### config.mk
export PLATFORM = sky130hd
export DESIGN_NAME = acc_top
export DESIGN_NICKNAME = d
export VERILOG_FILES = /design/src/acc_pkg.sv /design/src/acc_sync.sv /design/src/acc_top.sv
export SDC_FILE = /design/constraint.sdc
export NUM_CORES = 1
export LEC_CHECK = 0
export BUFFER_PORTS_ARGS = -buffer_cell sky130_fd_sc_hd__buf_2
export CORE_ASPECT_RATIO = 1.25
export CORE_MARGIN = 3
export CORE_UTILIZATION = 41
export DETAILED_ROUTE_END_ITERATION = 8
export PLACE_DENSITY = 0.71
export SLEW_MARGIN = 15
export SYNTH_ARGS = -nofsm -noshare
export SYNTH_HDL_FRONTEND = slang
export SYNTH_HIERARCHICAL = 1
export SYNTH_SLANG_ARGS = --single-unit
### constraint.sdc
create_clock -name CLK -period 5.8 [get_ports CLK]
set_input_delay 0.87 -clock CLK [delete_from_list [all_inputs] [get_ports CLK]]
set_output_delay 0.87 -clock CLK [all_outputs]
set_load 0.03 [all_outputs]
### src/acc_pkg.sv
// Purpose: shared constants for the analog comparator control block
// Assumes: one clock, synchronous active-low reset
// Notes: register offsets are byte addresses of aligned 32-bit words
package acc_pkg;
	localparam int ACC_AW = 4;
	localparam logic [3:0] ACC_OFS_CMP = 4'h0;
	localparam logic [3:0] ACC_OFS_REF = 4'h4;
	localparam logic [3:0] ACC_OFS_IRQ = 4'h8;
	localparam logic [3:0] ACC_OFS_PORT = 4'hC;
	// comparator control fields
	localparam int ACC_SECOND_RESULT_BIT_B = 7;
	localparam int ACC_FIRST_RESULT_BIT_B = 6;
	localparam int ACC_SECOND_RESULT_INVERT_B = 5;
	localparam int ACC_FIRST_RESULT_INVERT_B = 4;
	localparam int ACC_SW_B = 3;
	localparam int ACC_MODE_HI = 2;
	localparam logic [7:0] ACC_CMP_RST = 8'h07;
	localparam logic [7:0] ACC_CMP_WMASK = 8'h3F;
	// reference control fields
	localparam int ACC_REN_B = 7;
	localparam int ACC_ROE_B = 6;
	localparam int ACC_RNG_B = 5;
	localparam int ACC_RSS_B = 4;
	localparam int ACC_LVL_HI = 3;
	localparam logic [7:0] ACC_REF_RST = 8'h00;
	// irq register: flag, enable, peripheral enable, global enable
	localparam int ACC_IF_B = 0;
	localparam int ACC_IE_B = 1;
	localparam int ACC_PE_B = 2;
	localparam int ACC_GE_B = 3;
	localparam logic [3:0] ACC_IRQ_RST = 4'h0;
	// port register: direction bits of the two output pins, converter cfg
	localparam int ACC_DIR1_B = 0;
	localparam int ACC_DIR2_B = 1;
	localparam int ACC_PCFG_LO = 4;
	localparam logic [7:0] ACC_PORT_RST = 8'h03;
	localparam logic [3:0] ACC_PCFG_ALLAN = 4'h0;
	// modes
	localparam logic [2:0] ACC_M_RST_IN = 3'b000;
	localparam logic [2:0] ACC_M_1IND = 3'b001;
	localparam logic [2:0] ACC_M_2IND = 3'b010;
	localparam logic [2:0] ACC_M_2OUT = 3'b011;
	localparam logic [2:0] ACC_M_2COM = 3'b100;
	localparam logic [2:0] ACC_M_COMOUT = 3'b101;
	localparam logic [2:0] ACC_M_4MUX = 3'b110;
	localparam logic [2:0] ACC_M_OFF = 3'b111;
	// ladder arithmetic in 1/96 of the source span
	localparam int ACC_LW = 8;
	localparam logic [7:0] ACC_HI_STEP = 8'h04;
	localparam logic [7:0] ACC_LO_STEP = 8'h03;
	localparam logic [7:0] ACC_LO_BASE = 8'h18;
endpackage

### src/acc_sync.sv
// Purpose: two-flop synchroniser for the comparator results
// Assumes: din is asynchronous to clk
// Notes: first stage feeds only the second
`timescale 1ns/1ps
module acc_sync #(
	parameter int W = 2
) (
	input wire logic clk,
	input wire logic rst_n,
	input wire logic [W-1:0] din,
	output logic [W-1:0] dout
);
	logic [W-1:0] s1_q;
	always_ff @(posedge clk)
	begin
		if (!rst_n)
		begin
			s1_q <= '0;
			dout <= '0;
		end
		else
		begin
			s1_q <= din;
			dout <= s1_q;
		end
	end
endmodule

### src/acc_top.sv
// Purpose: analog comparator pair control, ladder reference, change flag
// Assumes: Avalon-MM slave, 32-bit words, one clock, sync reset
// Notes: analog front end lives outside; only selects and levels here
`timescale 1ns/1ps
module acc_top
	import acc_pkg::*;
(
	input wire logic CLK,
	input wire logic RESETN,
	input wire logic [acc_pkg::ACC_AW-1:0] AVS_ADDRESS,
	input wire logic AVS_READ,
	input wire logic AVS_WRITE,
	input wire logic [31:0] AVS_WRITEDATA,
	input wire logic [3:0] AVS_BYTEENABLE,
	output logic [31:0] AVS_READDATA,
	output logic AVS_WAITREQUEST,
	input wire logic [1:0] CMP_RAW,
	input wire logic SLEEP,
	output logic [1:0] CMP_EN,
	output logic [1:0] POS_SEL_REF,
	output logic [1:0] NEG_SEL,
	output logic [1:0] POS_SEL,
	output logic [1:0] ROUTE_OUT,
	output logic [1:0] PIN_OUT,
	output logic [1:0] PIN_OE,
	output logic [3:0] ANALOG_IN_CFG,
	output logic LADDER_ON,
	output logic LADDER_EXT_SUPPLY,
	output logic [acc_pkg::ACC_LW-1:0] LADDER_LEVEL,
	output logic LADDER_PIN_OE,
	output logic IRQ,
	output logic WAKE
);
	import acc_pkg::*;
	////////////////////////////////////////////////////////////////////
	logic [7:0] cmp_q;
	logic [7:0] ref_q;
	logic [3:0] irq_q;
	logic [7:0] port_q;
	logic [1:0] latch_q;
	logic rst_seen_q;
	logic ack_q;
	logic [1:0] res_sync;
	logic [1:0] res_raw;
	logic [2:0] mode;
	logic inv1;
	logic inv2;
	logic req;
	logic wr;
	logic rd;
	logic sel_cmp;
	logic mismatch;
	logic [7:0] wbyte;

	function automatic logic [7:0] level_of(input logic rng,
		input logic [3:0] code);
		logic [7:0] c;
		c = {4'h0, code};
		if (rng)
			level_of = 8'(c * ACC_HI_STEP);
		else
			level_of = 8'(ACC_LO_BASE + c * ACC_LO_STEP);
	endfunction

	assign mode = cmp_q[ACC_MODE_HI:0];
	assign inv1 = cmp_q[ACC_FIRST_RESULT_INVERT_B];
	assign inv2 = cmp_q[ACC_SECOND_RESULT_INVERT_B];
	assign wbyte = AVS_WRITEDATA[7:0];
	////////////////////////////////////////////////////////////////////
	// bus: one wait cycle, answer on the second edge of the request
	assign req = (AVS_READ || AVS_WRITE) && !ack_q;
	assign AVS_WAITREQUEST = (AVS_READ || AVS_WRITE) && !ack_q;
	assign wr = AVS_WRITE && ack_q && AVS_BYTEENABLE[0];
	assign rd = AVS_READ && ack_q;
	assign sel_cmp = (AVS_ADDRESS == ACC_OFS_CMP);

	always_ff @(posedge CLK)
	begin
		if (!RESETN)
			ack_q <= 1'b0;
		else
			ack_q <= req;
	end

	always_ff @(posedge CLK)
	begin
		if (!RESETN)
			AVS_READDATA <= '0;
		else if (req && AVS_READ)
		begin
			unique case (AVS_ADDRESS)
				ACC_OFS_CMP: AVS_READDATA <= {24'h0, ROUTE_OUT[1],
					ROUTE_OUT[0], cmp_q[5:0]};
				ACC_OFS_REF: AVS_READDATA <= {24'h0, ref_q};
				ACC_OFS_IRQ: AVS_READDATA <= {28'h0, irq_q};
				ACC_OFS_PORT: AVS_READDATA <= {24'h0, port_q};
				default: AVS_READDATA <= '0;
			endcase
		end
	end
	////////////////////////////////////////////////////////////////////
	// control register; sleep has no path in, so it is kept
	always_ff @(posedge CLK)
	begin
		if (!RESETN)
			cmp_q <= ACC_CMP_RST;
		else if (wr && sel_cmp)
			cmp_q <= wbyte & ACC_CMP_WMASK;
	end

	always_ff @(posedge CLK)
	begin
		if (!RESETN)
			ref_q <= ACC_REF_RST;
		else if (wr && AVS_ADDRESS == ACC_OFS_REF)
			ref_q <= wbyte;
	end

	always_ff @(posedge CLK)
	begin
		if (!RESETN)
			port_q <= ACC_PORT_RST;
		else if (wr && AVS_ADDRESS == ACC_OFS_PORT)
			port_q <= wbyte;
	end
	////////////////////////////////////////////////////////////////////
	// mode decode: enables and input routing
	always_comb
	begin
		CMP_EN = 2'b11;
		POS_SEL_REF = 2'b00;
		POS_SEL = 2'b00;
		NEG_SEL = 2'b00;
		unique case (mode)
			ACC_M_RST_IN: CMP_EN = 2'b00;
			ACC_M_1IND: CMP_EN = 2'b01;
			ACC_M_2IND: NEG_SEL = 2'b00;
			ACC_M_2OUT: NEG_SEL = 2'b00;
			ACC_M_2COM: POS_SEL = 2'b11;
			ACC_M_COMOUT: CMP_EN = 2'b10;
			ACC_M_4MUX:
			begin
				POS_SEL_REF = 2'b11;
				NEG_SEL = cmp_q[ACC_SW_B] ? 2'b11 : 2'b00;
			end
			ACC_M_OFF: CMP_EN = 2'b00;
		endcase
	end

	// raw result, 1 when positive above negative, then polarity
	assign res_raw = CMP_RAW & CMP_EN;
	assign ROUTE_OUT = {res_raw[1] ^ inv2, res_raw[0] ^ inv1};
	// unsynchronised path to the pins; glitches are the user's lookout
	assign PIN_OUT = ROUTE_OUT;
	always_comb
	begin
		PIN_OE = 2'b00;
		if (mode == ACC_M_2OUT || mode == ACC_M_COMOUT)
		begin
			PIN_OE[0] = !port_q[ACC_DIR1_B];
			PIN_OE[1] = !port_q[ACC_DIR2_B];
		end
	end
	assign ANALOG_IN_CFG = port_q[ACC_PCFG_LO +: 4];
	////////////////////////////////////////////////////////////////////
	// ladder reference
	assign LADDER_ON = ref_q[ACC_REN_B];
	assign LADDER_EXT_SUPPLY = ref_q[ACC_RSS_B];
	assign LADDER_PIN_OE = ref_q[ACC_ROE_B];
	always_ff @(posedge CLK)
	begin
		if (!RESETN)
			LADDER_LEVEL <= '0;
		else
			LADDER_LEVEL <= level_of(ref_q[ACC_RNG_B],
				ref_q[ACC_LVL_HI:0]);
	end
	////////////////////////////////////////////////////////////////////
	// change detect on synchronised results
	acc_sync #(.W(2)) u_sync (
		.clk(CLK),
		.rst_n(RESETN),
		.din(ROUTE_OUT),
		.dout(res_sync)
	);

	assign mismatch = rst_seen_q && (res_sync != latch_q);

	always_ff @(posedge CLK)
	begin
		if (!RESETN)
			rst_seen_q <= 1'b0;
		else
			rst_seen_q <= 1'b1;
	end

	always_ff @(posedge CLK)
	begin
		if (!RESETN)
			latch_q <= '0;
		else if (!rst_seen_q || ((rd || wr) && sel_cmp))
			latch_q <= res_sync;
	end

	// flag: hardware set wins over a software clear
	always_ff @(posedge CLK)
	begin
		if (!RESETN)
			irq_q <= ACC_IRQ_RST;
		else
		begin
			if (wr && AVS_ADDRESS == ACC_OFS_IRQ)
				irq_q <= wbyte[3:0];
			if (mismatch)
				irq_q[ACC_IF_B] <= 1'b1;
		end
	end

	assign IRQ = irq_q[ACC_IF_B] && irq_q[ACC_IE_B] && irq_q[ACC_PE_B]
		&& irq_q[ACC_GE_B];
	// wake needs only the comparator enable; logic runs in sleep
	assign WAKE = SLEEP && irq_q[ACC_IF_B] && irq_q[ACC_IE_B];
endmodule

# After elaboration in Yosys (flattened, before gate mapping)
# Cells that the tools add are included.
[op_classes]
add_sub_neg = 1
multipliers = 1
eq_ne = 10
muxes = 11
bitwise_logic = 4
n_reduce_logical = 29
[ops]
columns = ["op", "n"]
rows = [
  ["case mux 8 bit (4 select lines)", 1],
  ["logical AND 1 bit", 16],
  ["== test 3 bit (second input constant)", 4],
  ["2-to-1 mux 2 bit", 5],
  ["== test 4 bit (second input constant)", 2],
  ["adder 5 x 6 -> 7 bit (first input constant)", 1],
  ["multiplier 4 x 2 -> 6 bit (second input constant)", 1],
  ["2-to-1 mux 6 bit", 1],
  ["case mux 2 bit (3 select lines)", 1],
  ["== test 4 x 3 -> 1 bit (second input constant)", 1],
  ["zero test 1 bit", 4],
  ["zero test 4 bit", 1],
  ["logical OR 1 bit", 4],
  ["OR reduction 2 bit", 2],
  ["== test 3 x 1 -> 1 bit (second input constant)", 1],
  ["== test 3 x 2 -> 1 bit (second input constant)", 1],
  ["zero test 3 bit", 1],
  ["2-to-1 mux 1 bit", 3],
  ["bitwise AND 2 bit", 1],
  ["inequality test 2 bit", 1],
  ["nonzero test 2 bit", 1],
  ["bitwise XOR 1 bit", 2],
  ["inverter 1 bit", 1],
]
[word_totals]
regBits = 73
in_bits = 47

# Logic depth before layout (Yosys ltp)
# Gate-level depths: netlist of run 1.
[logic_depth]
word_depth = 6
depth_mapped = 7
depth_no_buf = 7

# Hierarchy
# Netlist of run 1, hierarchy kept.
[modules_own_cells]
columns = ["mod", "instances", "cells_per_inst", "area_per_inst_um2", "seq_area_each_um2"]
rows = [
  ["acc_top", 1, 272, 2426.1, 900.9],
  ["acc_sync", 1, 8, 105.1, 80.1],
]

# Worst setup path after synthesis of run 1
# Ideal clock, no wire load.
[synth_path]
path_type = "input -> output"
startpoint = "input CMP_RAW[0]"
endpoint = "output ROUTE_OUT[0]"
t_arrival_ns = 2.053
path_slack_ns = 2.877
stages = 4
path_buffers = 1
path_cell_list = "a21bo_2 nor2_1 xor2_1 buf_4"
[synth_between]
elab_chain_cells = 2
[synth_rtl]
columns = ["item", "line", "text"]
rows = [
  ["start: declaration", "acc_top.sv:17", "input wire logic [1:0] CMP_RAW,"],
  ["bitwise AND 2 bit", "acc_top.sv:151", "assign res_raw = CMP_RAW & CMP_EN;"],
  ["bitwise XOR 1 bit", "acc_top.sv:152", "assign ROUTE_OUT = {res_raw[1] ^ inv2, res_raw[0] ^ inv1};"],
  ["end: declaration", "acc_top.sv:23", "output logic [1:0] ROUTE_OUT,"],
]
# Every way passes these cells.

# Final worst setup path of run 1
[layout_path]
startpoint = "input CMP_RAW[0]"
endpoint = "output PIN_OUT[0]"
[layout_between]
elab_chain_cells = 2
[layout_rtl]
columns = ["item", "line", "text"]
rows = [
  ["bitwise AND 2 bit", "acc_top.sv:151", ""],
  ["bitwise XOR 1 bit", "acc_top.sv:152", ""],
  ["end: declaration", "acc_top.sv:24", "output logic [1:0] PIN_OUT,"],
]
# Every way passes these cells.

==> qor.yml, run 1 <==
post-route-cell-area_um2: 2790
crit_chain: "buf_2 > a21bo_2 > nor2_1 > xor2_1 > buf_2"
yosysWarningCount: 6
min_path_type: "register to register"
grt_pass1_wl_um: 8640
core_um2: 5900
wl_per_cell_um: 13.2
cp_slowest_cell: "xor2_1"
clock_sinks: 49
fmax_mhz: 377
clock_latency_ns: 0.30
cts_buffer_depth: 2
critPathCaptureType: "output pin"
die_w_um: 76.3
finalSetupTns_ns: 0
ys_async_sr_fraction_pct: 0
start_kind: "input port"
synth_area_um2: 2530
grt_max_degree: 30
cts_resized: 0
report.final.setup_viol: 0
gp_congestion: 0.839
finalMaxSlewViolations: 0
drive_gt1_share_pct: 22.0
finalPower_mw: 0.612
place.detailed.hpwl_um: 4110
power_density_nw_per_um2: 220
drv_cap: 0
p_switching_mw: 0.169
grt-ovfl-total: 0
first_global_vias: 1802
drt-initial-drc-count: 63
core.rowCount: 31
synth_edf_count: 0
clk_pin_slew_ns: 0.08
drt_wl_total_um: 5370
post_cts_buffers: 0
start_util_pct: 42.9
ir_drop_mv: 0.124
clock_power_share_pct: 32.1
via_per_inst: 4.79
synth_cell_types: 44
post_dp_cell_area_um2: 2700
synth.avg_cell_area_um2: 9.04
drc_errors: 0
leakage_nw: 1.39
htree_levels: 2
switching_share_pct: 27.6
diodes: 0
numCtsBuffers: 5
fin_worst_skew_ns: 0.0113
path_common_cell: "buf_2"
seqPwrFrac_pct: 56.1
die_area_um2: 7160
min_period_ns: 2.65
synth.area.top_cells: "dfxtp_1 (39%), mux2i_1 (12%), buf_4 (10%)"
cts_tree: "done"
ant_nets: 0
synth.most_common_cell: "dfxtp_1"
drt-pass1-iter-count: 4
grt_setup_unrepaired: "false"
grt_usage_pct: 15.4
synth_common_cells: "dfxtp_1 (49), nor2_1 (35), buf_4 (34)"
status: "complete, no violations"
synth.top_cell.area_share_pct: 38.8
cp_max_fo: 3
intPower_mw: 0.443
crit_required_ns: 4.93
antenna_found_initial: 0
die-height_um: 93.8
ys_seq_area_share_pct: 38.8
path_class: "input port to output pin"
holdBufCountCts: 0
io_buffers: 58
period_share_pct: 45.8
yosysTopAreaCell: "dfxtp_1"
boundaryPins: 111
tightest_slew_ns: 0.928
cts_root_buffer: "clkbuf_8"
syn-instance-count: 280
relSlewSlack_pct: 38.1
fin_nets: 376
vias: 1939
synthToLayoutAreaGrowth_pct: 10.0
cp_slowest_stage_delay_ns: 0.24
hold-worst-slack_ns: 0.437
arrival_ns: 1.78
utilization_pct: 47.2
hold_viol_final: 0
synthFlopType: "dfxtp_1"
comb_power_share_pct: 11.7
synth-seq-cells: 49
layout by cell type, fill, tap and decap left out, types with 4 or more instances in the layout:
cell type  netlist  routed
xor2_1           5       5
dfxtp_1         49      49
conb_1           1      25
a21oi_1          8       8
buf_2            1      58
nand2_1         19      19
ha_1             5       5
and2_1           9       9
o21a_1           4       4
o21ai_0         12      12
o211a_1          5       5
inv_1            7       7
mux2i_1         31      31
nor2_1          35      35
o221ai_1         4       4
clkbuf_8         0       5
nand3_1          6       6
through the flow:
stage	cells	setup slack, ns
after global routing	405	3.06
after CTS	405	3.12
after floorplan	304	2.88
after global placement	397	3.10
final	405	3.15
after detailed placement	397	3.07
critical path, delay by kind of cell:
family          cells  cell delay, ns
buf+inv             2            0.32
simple gates        1            0.14
compound gates      1            0.21
xor+xnor            1            0.24
worst paths after layout:
check	from	endpoint	slack [ns]	depth (start not counted)
worst max register to register	ref_q[2]	LADDER_LEVEL[5]	3.74	7
worst max-delay path	CMP_RAW[0]	PIN_OUT[0]	3.15	5
worst min register to register	u_sync/s1_q[0]	u_sync/dout[0]	0.44	1
worst min-delay path	u_sync/s1_q[0]	u_sync/dout[0]	0.44	1
kinds of logic (layout without fill, tap and decap cells):
group / Yosys count / after routing / share of synthesized area, %
other: 1 / 25 / 0.148
adder cells (fa/ha/maj): 7 / 7 / 4.05
AO/OA/AOI/OAI: 41 / 41 / 11.3
AND/OR/NAND/NOR: 89 / 89 / 17.2
buffers and inverters: 54 / 73 / 13.4
multiplexers: 33 / 33 / 13.1
flip-flops: 49 / 49 / 38.8
XOR/XNOR: 6 / 6 / 2.08
layout make-up:
| class | count | area (µm²) |
|---|---|---|
| fill | 617 | 3110 |
| sequential | 49 | 981 |
| clock inverter | 1 | 7.51 |
| timing repair buffer | 58 | 290 |
| tap | 82 | 103 |
| inverter | 7 | 26.3 |
| multi-input combinational | 201 | 1300 |
| clock buffer | 7 | 76.3 |
routing by layer:
metal  GRT usage [%]  vias up  share of wire, %
met5               0        -                 0
met4            5.89        0               1.9
met3            3.84       10               5.5
met2            27.1       62                48
met1            18.0      890                44
li1                -      977                 -
power groups by stage:
stage / Sequential [mW] / Clock (mW) / Combinational (mW)
floorplan: 0.357 / 0 / 0.0606
global placement: 0.351 / 0 / 0.0707
detailed placement: 0.351 / 0 / 0.0715
CTS: 0.343 / 0.201 / 0.0716
global route: 0.344 / 0.213 / 0.0775
finish: 0.343 / 0.197 / 0.0717
sequential cells by signal, summed over array words and instances (netlist names):
name,cells
u_sync/dout,2
cmp_q,6
port_q,8
ack_q,1
u_sync/s1_q,2
latch_q,2
rst_seen_q,1
LADDER_LEVEL,7
irq_q,4
AVS_READDATA,8
ref_q,8
Power figures use the tool's default switching activity.
==> run 2: changes to the inputs <==
clock period = 2.59 ns   (was 5.8 ns; I/O delays follow)
==> qor.yml, run 2 (synthesis gave the netlist of run 1 again) <==
status: "complete, no violations"
min_path_type: "input port to register"
boundaryPins: 111  # unchanged
cts_root_buffer: "clkbuf_8"
htree_levels: 2  # unchanged
synthToLayoutAreaGrowth_pct: 12.2
clk_pin_slew_ns: 0.09  # about the same
holdBufCountCts: 0  # unchanged
die-height_um: 93.8  # unchanged
drt-pass1-iter-count: 4  # unchanged
ant_nets: 0  # unchanged
hold-worst-slack_ns: 0.331  # -0.106 ns
mostFrequentLayoutCells: "buf_2 (58), dfxtp_1 (49), nor2_1 (35)"
start_kind: "register"
critPathCaptureType: "register"
reg_top3: "AVS_READDATA: 8 flops, port_q: 8 flops, ref_q: 8 flops"
min_period_ns: 2.10
gp_congestion: 0.859  # +2.4%
final_common_cell: "buf_2"
wl_per_cell_um: 13.2  # -0.35%
hold_viol_final: 0  # unchanged
crit_required_ns: 2.76  # -2.17 ns
leakage_nw: 1.42  # +2.4%
grt_usage_pct: 15.3  # -0.071 points
post_cts_buffers: 0  # unchanged
fin_nets: 379  # +0.80%
antenna_found_initial: 0  # unchanged
via_per_inst: 4.70  # -1.9%
cp_num_buf_inv: 1  # -1
vias: 1917  # -1.1%
post_dp_cell_area_um2: 2720  # +0.83%
place.detailed.hpwl_um: 4120  # +0.35%
drv_cap: 0  # unchanged
report.final.setup_viol: 0  # unchanged
first_global_vias: 1816  # +0.78%
path_class: "register to register"
relSlewSlack_pct: 48.6  # +11 points
clock_latency_ns: 0.30  # about the same
drive_gt1_share_pct: 23.0  # +1.0 points
finalNonFillerCells: 408  # +0.74%
numCtsBuffers: 5  # unchanged
diodes: 0  # unchanged
placedCellCount: 400  # +0.76%
post-route-cell-area_um2: 2840  # +2.0%
grt_max_degree: 24  # -20%
ir_drop_mv: 0.379  # +210%
drt_wl_total_um: 5390  # +0.39%
arrival_ns: 2.27  # +0.49 ns
cp_slowest_cell: "dfxtp_1"
cts_tree: "done"
power_density_nw_per_um2: 528  # +140%
cts_resized: 0  # unchanged
die_w_um: 76.3  # unchanged
clock_sinks: 49  # unchanged
grt_pass1_wl_um: 8730  # +1.0%
tightest_slew_ns: 0.770  # -0.158 ns
io_buffers: 58  # unchanged
core.rowCount: 31  # unchanged
utilization_pct: 48.2  # +0.93 points
drt-initial-drc-count: 66  # +4.8%
grt_setup_unrepaired: "false"
fmax_mhz: 476
crit_chain: "ha_1 > inv_1 > fa_1 > or3b_2 > a21oi_1 > xnor2_1 > nor2_1"
drc_errors: 0  # unchanged
start_util_pct: 42.9  # unchanged
core_um2: 5900  # unchanged
grt-ovfl-total: 0  # unchanged
crit_family: "adder cells"
finalSetupTns_ns: 0  # unchanged
cp_max_fo: 6  # +3
cts_buffer_depth: 2  # unchanged
cp_slowest_stage_delay_ns: 0.46  # +0.22 ns
fin_worst_skew_ns: 0.00709  # -0.00424 ns
finalMaxSlewViolations: 0  # unchanged
die_area_um2: 7160  # unchanged
period_share_pct: 81.1
-- run 2: routing by layer --
layer	up-vias	wire length, µm	GRT usage (%)
li1	986	-	-
met1	867	2410	18.4
met2	58	2610	26.3
met3	6	300	4.13
met4	0	71	5.44
met5	-	0	0
-- run 2: worst register-to-register path, stage by stage (launching register included) --
cell and delay (ns):
dfxtp_1 0.46, ha_1 0.20, inv_1 0.07, fa_1 0.43
or3b_2 0.44, a21oi_1 0.18, xnor2_1 0.14, nor2_1 0.05
-- run 2: layout make-up --
| type | count | area (µm²) |
|---|---|---|
| Tap cell | 82 | 103 |
| Sequential cell | 49 | 981 |
| Clock buffer | 7 | 86.3 |
| Timing Repair Buffer | 61 | 313 |
| Multi-Input combinational cell | 201 | 1300 |
| Fill cell | 603 | 3060 |
| Inverter | 7 | 26.3 |
| Clock inverter | 1 | 30.0 |
-- run 2: report_power, final --
part / switching (mW) / internal, mW
sequential: 0.00625 / 0.763
combinational: 0.123 / 0.0386
clock: 0.254 / 0.315
-- run 2: per-stage QoR --
step                setup WS [ns]  power, mW
floorplan                   0.468      0.934
global placement            0.512      0.947
detailed placement          0.484      0.947
CTS                         0.471       1.51
global route                0.364       1.56
finish                      0.489       1.50
-- run 2: worst paths after layout --
path	from	to	slack (ns)	cells after the start
min	AVS_WRITEDATA[7]	port_q[7]	0.33	3
max reg2reg	ref_q[2]	LADDER_LEVEL[5]	0.49	7
min reg2reg	u_sync/s1_q[1]	u_sync/dout[1]	0.43	1
max	ref_q[2]	LADDER_LEVEL[5]	0.49	7
